`config.mk`:
```
export PLATFORM = sky130hd
export DESIGN_NAME = smsp_port
export DESIGN_NICKNAME = d
export VERILOG_FILES = /design/src/rtl/smsp_pkg.sv /design/src/rtl/smsp_fifo.sv /design/src/rtl/smsp_port.sv
export SDC_FILE = /design/constraint.sdc
export NUM_CORES = 1
export LEC_CHECK = 0
export BUFFER_PORTS_ARGS = -buffer_cell sky130_fd_sc_hd__buf_2
export CAP_MARGIN = 20
export CORE_MARGIN = 1.5
export CORE_UTILIZATION = 35
export CTS_CLUSTER_DIAMETER = 150
export DETAILED_ROUTE_END_ITERATION = 16
export PLACE_DENSITY_LB_ADDON = 0.08
export SETUP_SLACK_MARGIN = 0.1
export SYNTH_ARGS = -nofsm -noshare
export SYNTH_HDL_FRONTEND = slang
export SYNTH_SLANG_ARGS = --single-unit
```
`constraint.sdc`:
```
create_clock -name clock_i -period 3.9 [get_ports clock_i]
set_input_delay 0 -clock clock_i [delete_from_list [all_inputs] [get_ports clock_i]]
set_output_delay 0 -clock clock_i [all_outputs]
set_load 0.005 [all_outputs]
```
`src/rtl/smsp_pkg.sv`:
```
// constants and types shared by the spi serial port design
package smsp_pkg;
   // system clock period; the master bit rates are divisions of it
   localparam int unsigned CLK_PERIOD_NS = 10;

   // data width and receive buffering depth
   localparam int unsigned DATA_W = 8;
   localparam int unsigned RX_FIFO_DEPTH = 2;
   localparam logic [7:0] DATA_RST = 8'h00;

   // field positions in the port_control_one input (register bits 5:0)
   localparam int unsigned CTL_MODE_LSB = 0;
   localparam int unsigned CTL_CKP_BIT = 4;
   localparam int unsigned CTL_EN_BIT = 5;

   // field positions in the port_status_reg input (register bits 7:6)
   localparam int unsigned STS_CKE_BIT = 0;
   localparam int unsigned STS_SMP_BIT = 1;

   // role and bit rate codes of the mode field
   localparam logic [3:0] MODE_M_DIV4 = 4'h0;
   localparam logic [3:0] MODE_M_DIV16 = 4'h1;
   localparam logic [3:0] MODE_M_DIV64 = 4'h2;
   localparam logic [3:0] MODE_M_TMR2 = 4'h3;
   localparam logic [3:0] MODE_S_SSEN = 4'h4;
   localparam logic [3:0] MODE_S_SSDIS = 4'h5;
   localparam logic [3:0] MODE_M_RELOAD = 4'hA;

   // half bit periods in system clocks: bit rate fosc/4, fosc/16, fosc/64
   localparam logic [9:0] HALF_DIV4 = 10'h002;
   localparam logic [9:0] HALF_DIV16 = 10'h008;
   localparam logic [9:0] HALF_DIV64 = 10'h020;

   // half periods per byte and index of the last bit in a byte
   localparam logic [4:0] LAST_HALF = 5'h10;
   localparam logic [3:0] LAST_BIT = 4'h7;

   typedef enum logic [1:0] {
      SMSP_M_IDLE = 2'b00,
      SMSP_M_WAIT = 2'b01,
      SMSP_M_RUN = 2'b10
   } smsp_mstate_t;
endpackage

```
`src/rtl/smsp_fifo.sv`:
```
// small receive buffer with valid and ready on both sides
`timescale 1ns/1ns
module smsp_fifo #(
   parameter int unsigned WIDTH = 8,
   parameter int unsigned DEPTH = 2
) (
   input wire logic clock_i,
   input wire logic nrst_i,
   input wire logic in_valid_i,
   output logic in_ready_o,
   input wire logic [WIDTH-1:0] in_data_i,
   output logic out_valid_o,
   input wire logic out_ready_i,
   output logic [WIDTH-1:0] out_data_o
);
   localparam int unsigned AW = (DEPTH > 1) ? $clog2(DEPTH) : 1;
   localparam logic [AW:0] FULL_CNT = (AW + 1)'(DEPTH);
   localparam logic [AW-1:0] LAST_PTR = AW'(DEPTH - 1);

   logic [WIDTH-1:0] mem_q [DEPTH];
   logic [AW-1:0] wr_ptr_q;
   logic [AW-1:0] rd_ptr_q;
   logic [AW:0] cnt_q;
   logic push;
   logic pop;

   // honest flags straight from the occupancy count
   assign in_ready_o = (cnt_q != FULL_CNT);
   assign out_valid_o = (cnt_q != '0);
   assign out_data_o = mem_q[rd_ptr_q];
   assign push = in_valid_i && in_ready_o;
   assign pop = out_valid_o && out_ready_i;

   // storage is not reset; only entries counted as full are ever read
   always_ff @(posedge clock_i) begin
      if (push) begin
         mem_q[wr_ptr_q] <= in_data_i;
      end
   end

   // pointers and occupancy
   always_ff @(posedge clock_i) begin
      if (!nrst_i) begin
         wr_ptr_q <= '0;
         rd_ptr_q <= '0;
         cnt_q <= '0;
      end else begin
         if (push) begin
            wr_ptr_q <= (wr_ptr_q == LAST_PTR) ? '0 : wr_ptr_q + AW'(1);
         end
         if (pop) begin
            rd_ptr_q <= (rd_ptr_q == LAST_PTR) ? '0 : rd_ptr_q + AW'(1);
         end
         if (push && !pop) begin
            cnt_q <= cnt_q + (AW + 1)'(1);
         end else if (pop && !push) begin
            cnt_q <= cnt_q - (AW + 1)'(1);
         end
      end
   end
endmodule // smsp_fifo

```
`src/rtl/smsp_port.sv`:
```
// spi master and slave port with receive buffering and status flags
`timescale 1ns/1ns
// Overview of operation
// role, polarity, edge, phase, rate and select come from control and status bits
// master drives the serial clock; slave takes it from the far party
// software reconfigures only while the port enable bit is clear
// software sets pin directions so each pin serves its port function
// bytes shift out and in most significant bit first
// a received byte goes to the data buffer, setting full and interrupt flags
// received bytes are double buffered so reception continues before a read
// a buffer write during a transfer is dropped and sets write collision
// software clears write collision before further writes are taken
// reading the data buffer clears the buffer full flag
// the shift register is reached only through the data buffer
// the master owns the serial clock and may start at any time; here a write waits in SMSP_M_WAIT until the receive buffer has room
// in master role a buffer write starts a one byte full duplex transfer
// with output disabled the master still receives bytes with normal flags
// clock polarity sets the idle level; clock edge bit picks output edge
// master rate is fosc/4, /16, /64, timer2/2 or fosc/(4*(reload+1))
// with the clock edge bit set, output data is valid before the first edge
// sample phase picks input sampling at middle or end of output time
// rate applies in master role only; slave select in slave role only
// a slave shifts on far master edges, only while select is low if used
module smsp_port (
   input wire logic clock_i,
   input wire logic nrst_i,
   input wire logic [5:0] port_control_one_i,
   input wire logic [1:0] port_status_reg_i,
   input wire logic [7:0] rate_reload_value_i,
   input wire logic timer2_tick_i,
   input wire logic buf_wr_i,
   input wire logic [7:0] buf_wdata_i,
   input wire logic buf_rd_i,
   input wire logic int_clr_i,
   input wire logic write_collision_flag_clr_i,
   input wire logic ovf_clr_i,
   output logic [7:0] data_buffer_o,
   output logic buffer_full_flag_o,
   output logic port_interrupt_flag_o,
   output logic write_collision_flag_o,
   output logic rx_overflow_o,
   output logic busy_o,
   input wire logic sck_i,
   output logic sck_o,
   output logic sck_oe_n_o,
   input wire logic sdi_i,
   output logic sdo_o,
   output logic sdo_oe_n_o,
   input wire logic ss_n_i
);
   // configuration decode
   logic en;
   logic cpol;
   logic cke;
   logic sample_phase_bit;
   logic [3:0] mode;
   logic is_master;
   logic is_slave;
   logic ss_used;
   // pin synchronisers
   logic sck_s1_q, sck_s2_q, sck_s3_q;
   logic sdi_s1_q, sdi_s2_q;
   logic ss_s1_q, ss_s2_q;
   // master sequencing
   smsp_pkg::smsp_mstate_t mstate_q;
   logic [9:0] div_q;
   logic [9:0] half_len;
   logic tick;
   logic run_tick;
   logic [4:0] t_q;
   logic [4:0] t_n;
   logic [4:0] u_n;
   logic mid_pt;
   logic end_pt;
   logic m_sample;
   logic m_change;
   logic m_done;
   // slave sequencing
   logic s_active;
   logic s_edge;
   logic s_to_active;
   logic s_sample;
   logic s_change;
   logic s_last;
   // shift path and buffering
   logic [7:0] shift_register_q;
   logic [7:0] rx_shift_q;
   logic [7:0] rx_next;
   logic [3:0] rx_cnt_q;
   logic busy;
   logic accept_wr;
   logic fifo_in_valid;
   logic fifo_in_ready;
   logic [7:0] fifo_in_data;
   logic fifo_out_valid;
   logic fifo_out_ready;
   logic [7:0] fifo_out_data;
   logic load_buf;
   // output registers
   logic [7:0] data_buffer_q;
   logic bf_q, int_q, write_collision_flag_q, ovf_q, busy_q;
   logic sck_q, sck_oe_n_q, sdo_q, sdo_oe_n_q;

   // field decode; rate codes mean master, select codes mean slave
   assign en = port_control_one_i[smsp_pkg::CTL_EN_BIT];
   assign cpol = port_control_one_i[smsp_pkg::CTL_CKP_BIT];
   assign mode = port_control_one_i[smsp_pkg::CTL_MODE_LSB +: 4];
   assign cke = port_status_reg_i[smsp_pkg::STS_CKE_BIT];
   assign sample_phase_bit = port_status_reg_i[smsp_pkg::STS_SMP_BIT];
   assign is_master = en && ((mode == smsp_pkg::MODE_M_DIV4)
      || (mode == smsp_pkg::MODE_M_DIV16) || (mode == smsp_pkg::MODE_M_DIV64)
      || (mode == smsp_pkg::MODE_M_TMR2) || (mode == smsp_pkg::MODE_M_RELOAD));
   assign is_slave = en && ((mode == smsp_pkg::MODE_S_SSEN)
      || (mode == smsp_pkg::MODE_S_SSDIS));
   assign ss_used = (mode == smsp_pkg::MODE_S_SSEN);

   // two flops on every pin input before any logic looks at it
   always_ff @(posedge clock_i) begin
      if (!nrst_i) begin
         sck_s1_q <= cpol; // idle level, so no false edge right after reset
         sck_s2_q <= cpol;
         sck_s3_q <= cpol;
         sdi_s1_q <= 1'b0;
         sdi_s2_q <= 1'b0;
         ss_s1_q <= 1'b1;
         ss_s2_q <= 1'b1;
      end else begin
         sck_s1_q <= sck_i;
         sck_s2_q <= sck_s1_q;
         sck_s3_q <= sck_s2_q;
         sdi_s1_q <= sdi_i;
         sdi_s2_q <= sdi_s1_q;
         ss_s1_q <= ss_n_i;
         ss_s2_q <= ss_s1_q;
      end
   end

   // half bit length for the divider modes; only used in master role
   always_comb begin
      unique case (mode)
         smsp_pkg::MODE_M_DIV16: half_len = smsp_pkg::HALF_DIV16;
         smsp_pkg::MODE_M_DIV64: half_len = smsp_pkg::HALF_DIV64;
         smsp_pkg::MODE_M_RELOAD: half_len = {1'b0, rate_reload_value_i, 1'b0} + 10'h002;
         default: half_len = smsp_pkg::HALF_DIV4;
      endcase
   end
   assign tick = (mode == smsp_pkg::MODE_M_TMR2) ? timer2_tick_i : (div_q == half_len - 10'h001);
   assign run_tick = is_master && (mstate_q == smsp_pkg::SMSP_M_RUN) && tick;

   // phase tracking: u counts half periods of the data output time
   always_comb begin
      t_n = t_q + 5'h01;
      u_n = cke ? t_n : (t_n - 5'h01);
      mid_pt = u_n[0];
      end_pt = !u_n[0] && (u_n != 5'h00);
      m_sample = run_tick && (sample_phase_bit ? end_pt : mid_pt);
      m_change = run_tick && end_pt && (u_n < smsp_pkg::LAST_HALF);
      m_done = run_tick && (u_n == smsp_pkg::LAST_HALF);
   end

   // slave edge decode on the synchronised clock, gated by select
   assign s_active = is_slave && (!ss_used || !ss_s2_q);
   assign s_edge = s_active && (sck_s2_q != sck_s3_q);
   assign s_to_active = s_edge && (sck_s2_q != cpol);
   assign s_sample = cke ? s_to_active : (s_edge && !s_to_active);
   assign s_change = (cke ? (s_edge && !s_to_active) : s_to_active) && (rx_cnt_q != 4'h0);
   assign s_last = s_sample && (rx_cnt_q == smsp_pkg::LAST_BIT);

   // collision and acceptance of software writes
   assign busy = (is_master && (mstate_q != smsp_pkg::SMSP_M_IDLE))
      || (is_slave && (rx_cnt_q != 4'h0));
   assign accept_wr = buf_wr_i && en && !busy && !write_collision_flag_q;

   // master state: a write starts the byte, waiting only for buffer room
   always_ff @(posedge clock_i) begin
      if (!nrst_i) begin
         mstate_q <= smsp_pkg::SMSP_M_IDLE;
      end else if (!is_master) begin
         mstate_q <= smsp_pkg::SMSP_M_IDLE;
      end else begin
         unique case (mstate_q)
            smsp_pkg::SMSP_M_IDLE: begin
               if (accept_wr) begin
                  mstate_q <= smsp_pkg::SMSP_M_WAIT;
               end
            end
            smsp_pkg::SMSP_M_WAIT: begin
               if (fifo_in_ready) begin
                  mstate_q <= smsp_pkg::SMSP_M_RUN;
               end
            end
            smsp_pkg::SMSP_M_RUN: begin
               if (m_done) begin
                  mstate_q <= smsp_pkg::SMSP_M_IDLE;
               end
            end
            default: mstate_q <= smsp_pkg::SMSP_M_IDLE;
         endcase
      end
   end

   // bit rate divider and half period counter
   always_ff @(posedge clock_i) begin
      if (!nrst_i) begin
         div_q <= 10'h000;
         t_q <= 5'h00;
      end else if (mstate_q != smsp_pkg::SMSP_M_RUN) begin
         div_q <= 10'h000;
         t_q <= 5'h00;
      end else begin
         div_q <= tick ? 10'h000 : div_q + 10'h001;
         if (run_tick) begin
            t_q <= t_n;
         end
      end
   end

   // serial clock: idles at polarity, toggles sixteen times per byte
   always_ff @(posedge clock_i) begin
      if (!nrst_i) begin
         sck_q <= 1'b0;
      end else if (run_tick && (t_n <= smsp_pkg::LAST_HALF)) begin
         sck_q <= ~sck_q;
      end else if (mstate_q != smsp_pkg::SMSP_M_RUN) begin
         sck_q <= cpol;
      end
   end

   // transmit shift: loaded only by an accepted write, never read back
   always_ff @(posedge clock_i) begin
      if (!nrst_i) begin
         shift_register_q <= smsp_pkg::DATA_RST;
         sdo_q <= 1'b0;
      end else if (accept_wr) begin
         shift_register_q <= buf_wdata_i;
         sdo_q <= buf_wdata_i[7];
      end else if (m_change || s_change) begin
         shift_register_q <= {shift_register_q[6:0], 1'b0};
         sdo_q <= shift_register_q[6];
      end
   end

   // receive shift, msb first; a master keeps sampling sdi whatever sdo does
   assign rx_next = {rx_shift_q[6:0], sdi_s2_q};
   always_ff @(posedge clock_i) begin
      if (!nrst_i) begin
         rx_shift_q <= smsp_pkg::DATA_RST;
         rx_cnt_q <= 4'h0;
      end else if (!s_active && !is_master) begin
         rx_cnt_q <= 4'h0;
      end else if (accept_wr && is_master) begin
         rx_cnt_q <= 4'h0;
      end else if (m_sample || s_sample) begin
         rx_shift_q <= rx_next;
         rx_cnt_q <= s_last ? 4'h0 : rx_cnt_q + 4'h1;
      end
   end

   // finished bytes enter the two-entry buffer; the last sample may land now
   assign fifo_in_valid = m_done || s_last;
   assign fifo_in_data = (m_done && !m_sample) ? rx_shift_q : rx_next;

   smsp_fifo #(
      .WIDTH(smsp_pkg::DATA_W),
      .DEPTH(smsp_pkg::RX_FIFO_DEPTH)
   ) u_rx_fifo (
      .clock_i(clock_i),
      .nrst_i(nrst_i),
      .in_valid_i(fifo_in_valid),
      .in_ready_o(fifo_in_ready),
      .in_data_i(fifo_in_data),
      .out_valid_o(fifo_out_valid),
      .out_ready_i(fifo_out_ready),
      .out_data_o(fifo_out_data)
   );

   // the buffer refills when empty or being read in this cycle
   assign fifo_out_ready = !bf_q || buf_rd_i;
   assign load_buf = fifo_out_valid && fifo_out_ready;

   // data buffer and full flag; a refill wins over the read clear
   always_ff @(posedge clock_i) begin
      if (!nrst_i) begin
         data_buffer_q <= smsp_pkg::DATA_RST;
         bf_q <= 1'b0;
      end else if (load_buf) begin
         data_buffer_q <= fifo_out_data;
         bf_q <= 1'b1;
      end else if (buf_rd_i) begin
         bf_q <= 1'b0;
      end
   end

   // interrupt flag: set on every byte delivered, set wins over clear
   always_ff @(posedge clock_i) begin
      if (!nrst_i) begin
         int_q <= 1'b0;
      end else if (load_buf) begin
         int_q <= 1'b1;
      end else if (int_clr_i) begin
         int_q <= 1'b0;
      end
   end

   // write collision: the data written while busy is simply dropped
   always_ff @(posedge clock_i) begin
      if (!nrst_i) begin
         write_collision_flag_q <= 1'b0;
      end else if (buf_wr_i && en && busy) begin
         write_collision_flag_q <= 1'b1;
      end else if (write_collision_flag_clr_i) begin
         write_collision_flag_q <= 1'b0;
      end
   end

   // a slave cannot stall the far master, so a full buffer loses the byte
   always_ff @(posedge clock_i) begin
      if (!nrst_i) begin
         ovf_q <= 1'b0;
      end else if (s_last && !fifo_in_ready) begin
         ovf_q <= 1'b1;
      end else if (ovf_clr_i) begin
         ovf_q <= 1'b0;
      end
   end

   // pin enables, low while driving; slave sdo released when deselected
   always_ff @(posedge clock_i) begin
      if (!nrst_i) begin
         sck_oe_n_q <= 1'b1;
         sdo_oe_n_q <= 1'b1;
         busy_q <= 1'b0;
      end else begin
         sck_oe_n_q <= !is_master;
         sdo_oe_n_q <= !(is_master || s_active);
         busy_q <= busy;
      end
   end

   assign data_buffer_o = data_buffer_q;
   assign buffer_full_flag_o = bf_q;
   assign port_interrupt_flag_o = int_q;
   assign write_collision_flag_o = write_collision_flag_q;
   assign rx_overflow_o = ovf_q;
   assign busy_o = busy_q;
   assign sck_o = sck_q;
   assign sck_oe_n_o = sck_oe_n_q;
   assign sdo_o = sdo_q;
   assign sdo_oe_n_o = sdo_oe_n_q;
endmodule // smsp_port

```
==> results of run 1 <==
power by group through the flow:
| stage | Sequential [uW] | Combinational (uW) | Clock [uW] |
|---|---|---|---|
| 2_1_floorplan | 967 | 275 | 0 |
| 3_3_place_gp | 984 | 387 | 0 |
| 3_5_place_dp | 987 | 389 | 0 |
| 4_1_cts | 970 | 400 | 839 |
| 5_1_grt | 979 | 449 | 883 |
| 6_report | 967 | 398 | 812 |
worst register-to-register path, delay by kind of cell (launching register included):
kind | cells | cell delay [ps]
and+or+nand+nor | 4 | 1440
xor gates and xnor gates | 1 | 200
AOI/OAI and AO/OA | 4 | 950
adders and majority gates | 1 | 300
DFF | 1 | 450
cell families (layout without fill, tap and decap cells):
logic type,count (synthesis),after routing
fa+ha+maj,7,7
mux,44,44
simple gates,181,181
flops,80,80
compound gates,73,73
buf+inv,29,105
xor+xnor,35,35
layer usage:
| layer | GRT usage | up-vias | wire (um) |
|---|---|---|---|
| met5 | 0 | - | 0 |
| met3 | 0.03374 | 10 | 304 |
| met4 | 0.06582 | 0 | 140 |
| met1 | 0.1846 | 1521 | 4259 |
| li1 | - | 1737 | - |
| met2 | 0.2720 | 43 | 4562 |
layout make-up:
type                            instances  area share
Clock buffer                           12     0.04631
Inverter                               12    0.008821
Tap cell                              143     0.03504
Timing Repair Buffer                   77     0.09802
Sequential cell                        80      0.3450
Multi-Input combinational cell        340      0.4572
Clock inverter                          4    0.009556
flip-flops by register name (all words and copies together) (netlist names), 2 cells and up:
register          cells
t_q                   5
rx_cnt_q              4
u_rx_fifo.mem_q      16
data_buffer_o         8
mstate_q              2
shift_register_q      7
div_q                10
u_rx_fifo.cnt_q       2
rx_shift_q            8
stage by stage:
step	hold slack [ps]	setup slack (ps)	power [uW]	cells	utilization
floorplan	73.04	363.4	1242	449	-
global placement	181.4	172.5	1370	639	0.4041
detailed placement	196.4	81.24	1377	639	0.4041
CTS	9.835	416.6	2209	667	0.4391
global route	40.88	198.5	2311	668	0.4415
finish	28.89	414.1	2177	668	0.4415
cell usage in the layout, fill, tap and decap left out, types with 13 or more instances in the layout:
cell type / count
dfxtp_1: 64
nor2_1: 62
buf_2: 51
nand2_1: 31
mux2i_1: 29
xor2_1: 18
xnor2_1: 16
edfxtp_1: 16
nand3_1: 14
mux2_2: 14
buf_4: 13
worst max-delay path by stage:
stage	cells past startpoint	start	to	slack (ps)
floorplan	13	port_control_one_i[3]	u_rx_fifo.mem_q[0][0]$_DFFE_PP_	360
global placement	15	port_control_one_i[0]	u_rx_fifo.cnt_q[1]$_SDFFE_PN0P_	170
detailed placement	15	port_control_one_i[0]	u_rx_fifo.cnt_q[1]$_SDFFE_PN0P_	80
CTS	15	port_control_one_i[0]	u_rx_fifo.cnt_q[1]$_SDFFE_PN0P_	420
global route	15	rate_reload_value_i[1]	u_rx_fifo.cnt_q[1]$_SDFFE_PN0P_	200
finish	15	port_control_one_i[0]	u_rx_fifo.cnt_q[1]$_SDFFE_PN0P_	410
==> impl_metrics.csv, run 1 <==
group,metric,value,unit
synthesis,yosysUniqueCellTypes,59,
worst_hold_path,hold_path_class,"in -> reg",
floorplanning,die_x,112.8,um
placed_design,gp_congestion,0.7832,
critical_path,crit_chain,"buf_2, nand2b_1, a2bb2oi_1, nor2_1, ha_1, xor2_1, nand2_1, or4b_2, a2111oi_0, a31oi_1, or3_4, a21oi_2, ha_1, or3_1, a21oi_1",
sta,fin_crit,3486,ps
cells_and_area,regArea,1762,um2
power_and_ir_drop,max-vdd-ir-drop,0.1512,mV
sta,grt_setup_unrepaired,"false",
synthesis,synth-xor-area-share,0.07596,
cells_and_area,multi_input_area,2335,um2
sta,skew,5.445,ps
power_and_ir_drop,p_int,1601,uW
global_routing,grt_pass1_vias,3248,
worst_hold_path,hold_depth,4,
floorplanning,initial_utilization,0.3646,
cells_and_area,final_cell_area,5106,um2
sta,drv_slew,0,
floorplanning,die_y,112.8,um
cells_and_area,diodes,0,
critical_path,path_max_fanout,8,
cells_and_area,drive_above_1_share,0.1981,
critical_path,cp_slowest_cell,"or4b_2",
synthesis,synthTopCellsByCount,"dfxtp_1 (64), nor2_1 (62), nand2_1 (31)",
routing,dr.first_iter.drc_count,78,
clocking,holdBufCountCts,12,
clocking,cts.repair.resized,0,
routing,dr_total_vias,3311,
synthesis,synthesis.area,4217,um2
global_routing,antenna_found_initial,0,
synthesis,synth.most_common_cell,"dfxtp_1",
critical_path,slowest_delay,600,ps
routing,first_pass_iters,4,
clocking,cts.sinks,80,
routing,final_antenna_net_count,0,
floorplanning,core-area,11560,um2
sta,tightest_slew,512.9,ps
sta,finalSetupTns,0,ps
power_and_ir_drop,seq_power_share,0.444,
power_and_ir_drop,p_clk_frac,0.373,
floorplanning,rows,39,
critical_path,path_delay_family,"simple AND/OR/NAND/NOR gates",
power_and_ir_drop,switching_share,0.2646,
global_routing,grt_pass1_wl,15510,um
synthesis,ys_warn_count,0,
clocking,numCtsBuffers,9,
synthesis,synth-adder-area-share,0.02077,
synthesis,synthCells,449,
critical_path,critPathLaunchType,"input pin",
critical_path,crit_buf_inv,1,
power_and_ir_drop,cellLeakagePower,0.001998,uW
clocking,clockBufferDepth,2,
synthesis,synth_top_area_frac,0.3039,
critical_path,reg2regPathDepth,10,
critical_path,regToRegEndpoint,"u_rx_fifo.cnt_q[1]$_SDFFE_PN0P_",
synthesis,synth_top_area_cell,"dfxtp_1",
sta,max_slew_margin,0.6576,
placed_design,dp_hpwl,6878,um
critical_path,crit_path_end_kind,"flop",
floorplanning,pin_count,52,
worst_hold_path,holdPathEnd,"shift_register_q[1]$_SDFFE_PN0P_",
sta,finalSetupViolations,0,
synthesis,synth_nets,491,
critical_path,arrival,3750,ps
global_routing,grt_max_degree,34,
clocking,insertion_delay,330,ps
global_routing,gr-total-overflow,0,
sta,clock.fmax,0.2869,GHz
synthesis,yosysSeqAreaShare,0.4178,
cells_and_area,area_growth,21.10,%
routing,wirelength,9266,um
synthesis,synth_top_family_by_area,"simple AND/OR/NAND/NOR gates",
floorplanning,die_area,12710,um2
worst_hold_path,hp-start,"buf_wdata_i[1]",
power_and_ir_drop,p_per_area,426.4,nW/um2
synthesis,synth-simple-area-share,0.2240,
global_routing,grt_usage,0.1555,
synthesis,synth-compound-area-share,0.1240,
synthesis,ys_ff_latch,80,
power_and_ir_drop,combPwrFrac,0.183,
clocking,cts.htree.levels,3,
placed_design,placed_area,4673,um2
critical_path,worst-setup-path-type,"in -> reg",
routing,routedWlPerCell,13.87,um
synthesis,syn_avg_cell_area,9.391,um2
synthesis,synthMuxAreaShare,0.1089,
routing,vias_per_cell,4.957,
clocking,clk_pin_slew_worst_paths,60,ps
clocking,cts_tree,"done",
outcome,status,"finished clean",
run,cap_viol_max_count,0,
synthesis,ys.flop_type,"dfxtp_1",
routing,drc,0,
synthesis,synth_area_leaders,"dfxtp_1 (30%), edfxtp_1 (11%), mux2i_1 (6.9%), nor2_1 (5.5%), mux2_2 (3.7%)",
critical_path,reg2reg_slack,500,ps
cells_and_area,num-fill-cells,1150,
placed_design,port_buffers,51,
critical_path,r2r-start,"div_q[2]$_SDFF_PP0_",
clocking,postCtsSetupBuffers,0,
clocking,root_buffer,"clkbuf_16",
synthesis,async_flop_share,0,
power_and_ir_drop,p_sw,576.1,uW
sta,finalCritPeriodShare,0.8938,
critical_path,crit_top_cell,"ha_1",
sta,hold_violations,0,
critical_path,cp.required,4170,ps
cells_and_area,fin_nets,562,
synthesis,synth_edf_count,16,
Note: power is estimated with default switching activity, not from simulation.
==> inputs of run 2 (changes only) <==
- RECOVER_POWER: unset -> 50
- SETUP_SLACK_MARGIN: 0.1 -> 0.4
==> impl_metrics.csv, run 2 (synthesized netlist as in run 1, its figures left out) <==
group,metric,value,unit
outcome,status,"finished clean",
critical_path,r2r-start,"div_q[2]$_SDFF_PP0_",
floorplanning,die_area,12710,um2
floorplanning,rows,39,
sta,finalCritPeriodShare,0.8971,
sta,drv_slew,0,
worst_hold_path,holdPathEnd,"buffer_full_flag_o$_SDFFE_PN0P_",
power_and_ir_drop,p_total,2207,uW
cells_and_area,top_register,"u_rx_fifo.mem_q",
critical_path,reg2reg_slack,580,ps
cells_and_area,drive_above_1_share,0.1839,
floorplanning,pin_count,52,
floorplanning,die_y,112.8,um
placed_design,placedCellCount,636,
cells_and_area,top_regs,"u_rx_fifo.mem_q x16, div_q x10",
critical_path,crit_path_end_kind,"flop",
sta,finalSetupTns,0,ps
routing,first_pass_iters,4,
routing,final_antenna_net_count,0,
routing,routedWlPerCell,13.78,um
clocking,postCtsSetupBuffers,0,
power_and_ir_drop,cellLeakagePower,0.001941,uW
routing,wirelength,9167,um
cells_and_area,largest_reg_flops,16,
critical_path,reg2regPathDepth,10,
global_routing,antenna_found_initial,0,
clocking,cts_tree,"done",
power_and_ir_drop,max-vdd-ir-drop,0.1756,mV
clocking,clockBufferDepth,2,
global_routing,gr-total-overflow,0,
placed_design,placed_area,4661,um2
global_routing,grt_pass1_vias,3253,
cells_and_area,diodes,0,
critical_path,worst-setup-path-type,"in -> reg",
floorplanning,initial_utilization,0.3646,
global_routing,grt_max_degree,34,
sta,clock.fmax,0.2858,GHz
cells_and_area,fin_nets,559,
placed_design,dp_hpwl,6756,um
worst_hold_path,hold_path_class,"in -> reg",
routing,dr.first_iter.drc_count,90,
clocking,cts.sinks,80,
routing,dr_total_vias,3325,
global_routing,grt_pass1_wl,15450,um
run,cap_viol_max_count,0,
clocking,numCtsBuffers,9,
critical_path,cp.required,4150,ps
global_routing,grt_usage,0.1540,
routing,drc,0,
floorplanning,core-area,11560,um2
floorplanning,die_x,112.8,um
sta,max_slew_margin,0.1095,
placed_design,gp_congestion,0.7834,
clocking,clk_pin_slew_worst_paths,60,ps
worst_hold_path,hold_depth,4,
sta,finalSetupViolations,0,
cells_and_area,final_cell_area,5097,um2
sta,skew,6.699,ps
critical_path,arrival,3750,ps
cells_and_area,final_cell_mix,"dfxtp_1 (64), nor2_1 (62), buf_2 (43), nand2_1 (31), mux2i_1 (29)",
clocking,cts.htree.levels,3,
placed_design,port_buffers,51,
critical_path,critPathLaunchType,"input pin",
sta,tightest_slew,1336,ps
clocking,root_buffer,"clkbuf_16",
cells_and_area,area_growth,20.89,%
sta,hold_violations,0,
cells_and_area,finalNonFillerCells,665,
clocking,insertion_delay,340,ps
routing,vias_per_cell,5.000,
critical_path,regToRegEndpoint,"u_rx_fifo.cnt_q[1]$_SDFFE_PN0P_",
sta,fin_crit,3499,ps
cells_and_area,final_common_cell,"dfxtp_1",
sta,grt_setup_unrepaired,"false",
critical_path,path_max_fanout,8,
worst_hold_path,hp-start,"buf_rd_i",
power_and_ir_drop,p_per_area,433.0,nW/um2
## run 2: changes by cell type in the layout (fill, tap and decap cells not counted), moves of 2 or more
cell,change
clkbuf_1,+9
buf_2,-8
buf_4,-5
and2_0,+2
and2_1,-2
clkinv_2,-2
inv_6,+2
## run 2: power breakdown
part           switching, uW  total [uW]  internal (uW)
combinational            203         395            191
clock                    347         847            499
sequential              56.9         966            909
## run 2: how the worst max path moves through the flow
stage	from	cells past startpoint	endpoint	slack, ps
after detailed placement	rate_reload_value_i[0]	14	u_rx_fifo.cnt_q[1]$_SDFFE_PN0P_	90
final	port_control_one_i[0]	15	u_rx_fifo.cnt_q[1]$_SDFFE_PN0P_	400
after global placement	rate_reload_value_i[0]	14	u_rx_fifo.cnt_q[1]$_SDFFE_PN0P_	190
after CTS	rate_reload_value_i[0]	14	u_rx_fifo.cnt_q[1]$_SDFFE_PN0P_	430
after floorplan	port_control_one_i[3]	15	u_rx_fifo.cnt_q[1]$_SDFFE_PN0P_	420
after global routing	port_control_one_i[0]	15	u_rx_fifo.cnt_q[1]$_SDFFE_PN0P_	180
## run 2: metrics by stage
| stage | worst slack, ps | hold WS [ps] | util |
|---|---|---|---|
| 4_1_cts | 425.1 | 6.944 | 0.4390 |
| 6_report | 401.2 | 20.45 | 0.4408 |
| 3_5_place_dp | 87.96 | 186.2 | 0.4030 |
| 2_1_floorplan | 416.8 | 73.04 | - |
| 5_1_grt | 183.2 | 61.43 | 0.4408 |
| 3_3_place_gp | 194.4 | 182.0 | 0.4030 |
## run 2: worst max-delay path, cell delays in order
cell,delay (ps)
clkbuf_1,270
nand2b_1,190
a2bb2oi_2,180
nor2_1,60
ha_1,300
xor2_1,160
nand2_1,60
or4b_2,650
a2111oi_4,330
a31oi_2,160
or3_4,400
a21oi_4,180
ha_1,280
or3_1,370
a21oi_1,150
## run 2: cell type report
class                           count  area (um2)
Fill cell                        1151        6467
Clock inverter                      6       67.56
Sequential cell                    80        1762
Multi-Input combinational cell    340        2379
Timing Repair Buffer               74       436.7
Clock buffer                       10       229.0
Tap cell                          143       178.9
Inverter                           12       45.04
## run 2: what timing repair did
item	in CTS	in global routing
endpoints found under the hold margin	10	0
gates resized for setup	0	5
hold buffers	12	0
endpoints found under the setup margin	0	11
## run 2: metal layers
metal / GRT usage / vias to the layer above / share of wire
met5: 0 / - / 0
met4: 0.06751 / 0 / 0.020
met3: 0.03107 / 15 / 0.030
met2: 0.2667 / 51 / 0.48
met1: 0.1856 / 1527 / 0.46
li1: - / 1732 / -
==> inputs of run 3 (changes only) <==
==> constraint.sdc (replaced) <==
create_clock -name clock_i -period 3.9 [get_ports clock_i]
set_input_delay 0.39 -clock clock_i [delete_from_list [all_inputs] [get_ports clock_i]]
set_output_delay 0.39 -clock clock_i [all_outputs]
set_load 0.005 [all_outputs]
==> impl_metrics.csv, run 3 (synthesized netlist as in run 1, its figures left out) <==
group,metric,value,unit
outcome,status,"finished clean",
cells_and_area,diodes,0,
clocking,cts_tree,"done",
clocking,clockBufferDepth,2,
global_routing,grt_usage,0.1599,
placed_design,gp_congestion,0.7977,
floorplanning,initial_utilization,0.3646,
clocking,insertion_delay,340,ps
routing,dr.first_iter.drc_count,118,
routing,wirelength,9609,um
critical_path,worst-setup-path-type,"in -> reg",
critical_path,arrival,3830,ps
sta,max_slew_margin,0.09584,
sta,finalCritPeriodShare,0.9138,
sta,grt_setup_unrepaired,"true",
global_routing,grt_max_degree,30,
global_routing,grt_pass1_vias,3337,
sta,clock.fmax,0.2806,GHz
floorplanning,die_area,12710,um2
critical_path,r2r-start,"div_q[7]$_SDFF_PP0_",
global_routing,gr-total-overflow,0,
cells_and_area,final_common_cell,"dfxtp_1",
critical_path,critPathLaunchType,"input pin",
power_and_ir_drop,p_per_area,440.6,nW/um2
routing,vias_per_cell,5.090,
power_and_ir_drop,max-vdd-ir-drop,0.2320,mV
cells_and_area,fin_nets,564,
sta,tightest_slew,1356,ps
power_and_ir_drop,cellLeakagePower,0.002026,uW
cells_and_area,num-fill-cells,1162,
global_routing,grt_pass1_wl,16050,um
floorplanning,pin_count,52,
sta,finalSetupViolations,0,
sta,fin_crit,3564,ps
critical_path,cp-startpoint,"rate_reload_value_i[2]",
critical_path,path_delay_family,"simple AND/OR/NAND/NOR gates",
worst_hold_path,hold_path_class,"in -> reg",
floorplanning,rows,39,
cells_and_area,largest_reg_flops,16,
worst_hold_path,hp-start,"ss_n_i",
run,cap_viol_max_count,0,
global_routing,antenna_found_initial,0,
sta,holdWs,248.8,ps
critical_path,crit_chain,"buf_2, nand3_1, or4_1, a21oi_1, o211ai_1, a2111oi_4, a31oi_1, or3_4, a21oi_4, ha_4, or3_4, a21oi_2",
floorplanning,die_x,112.8,um
critical_path,cp.required,4170,ps
sta,hold_violations,0,
sta,skew,8.000,ps
cells_and_area,drive_above_1_share,0.2315,
clocking,cts.htree.levels,3,
critical_path,path_max_fanout,12,
cells_and_area,fin_util,0.4526,
clocking,cts.sinks,80,
routing,routedWlPerCell,14.34,um
critical_path,crit_path_end_kind,"flop",
critical_path,crit_buf_inv,1,
clocking,clk_pin_slew_worst_paths,60,ps
floorplanning,core-area,11560,um2
cells_and_area,final_cell_mix,"dfxtp_1 (64), nor2_1 (61), buf_2 (41), nand2_1 (30), mux2i_1 (29)",
routing,dr_total_vias,3410,
clocking,root_buffer,"clkbuf_16",
floorplanning,die_y,112.8,um
placed_design,dp_hpwl,7042,um
routing,drc,0,
placed_design,port_buffers,51,
cells_and_area,top_register,"u_rx_fifo.mem_q",
critical_path,cp_slowest_cell,"or4_1",
clocking,numCtsBuffers,9,
cells_and_area,top_regs,"u_rx_fifo.mem_q x16, div_q x10",
cells_and_area,area_growth,24.12,%
sta,drv_slew,0,
routing,first_pass_iters,4,
critical_path,slowest_delay,620,ps
critical_path,crit_top_cell,"or3_4",
routing,final_antenna_net_count,0,
## run 3: cell types whose count changed in the layout (fill, tap and decap cells not counted), moves of 2 or more
| cell | change |
|---|---|
| buf_2 | -2 |
| buf_4 | +12 |
| buf_6 | +5 |
| clkbuf_1 | +2 |
| dlygate4sd3_1 | -12 |
| ha_1 | -2 |
| ha_4 | +2 |
| mux2_2 | -7 |
| mux2_4 | +8 |
| or3_1 | -2 |
| or3_4 | +2 |
## run 3: layer usage
layer,track usage,part of all wire,up-vias
met5,0,0,-
met1,0.1960,0.48,1593
met2,0.2663,0.47,50
met3,0.03749,0.029,11
met4,0.07595,0.021,0
li1,-,-,1756
## run 3: layout make-up
type | instances | area, um2 | area share
clock inverter | 6 | 90.09 | 0.01721
inverter | 12 | 45.04 | 0.008606
sequential | 80 | 1762 | 0.3366
tap | 143 | 178.9 | 0.03419
timing repair buffer | 79 | 460.4 | 0.08798
clock buffer | 10 | 229.0 | 0.04375
multi-input combinational | 340 | 2469 | 0.4717
## run 3: path summary, 6_finish.rpt
check	endpoint	slack [ps]	depth (start not counted)
worst min register to register	ss_s2_q$_SDFF_PN1_	420	1
worst max register to register	u_rx_fifo.cnt_q[1]$_SDFFE_PN0P_	870	10
worst min-delay path	ss_s1_q$_SDFF_PN1_	250	2
worst max-delay path	u_rx_fifo.cnt_q[1]$_SDFFE_PN0P_	340	12
## run 3: what timing repair did
action | in CTS | in global routing
hold buffers | 0 | 0
setup endpoints to repair | 1 | 34
cloned | 0 | 1
setup buffers | 1 | 6
gates resized for setup | 0 | 30
pin swaps | 3 | 11
## run 3: power by group
part	switching [uW]	internal, uW
combinational	220	215
sequential	57.4	909
clock	341	564
total	618	1690
## run 3: per-stage QoR
| step | instances | worst slack (ps) | total power, uW | instance area, um2 | setup TNS [ps] |
|---|---|---|---|---|---|
| detailed placement | 646 | -0.1199 | 1401 | 4821 | -0.1199 |
| global route | 670 | 171.1 | 2434 | 5234 | 0 |
| floorplan | 449 | 333.5 | 1255 | 4300 | 0 |
| finish | 670 | 336.0 | 2306 | 5234 | 0 |
| global placement | 645 | 60.35 | 1388 | 4793 | 0 |
| CTS | 663 | 418.5 | 2326 | 5147 | 0 |
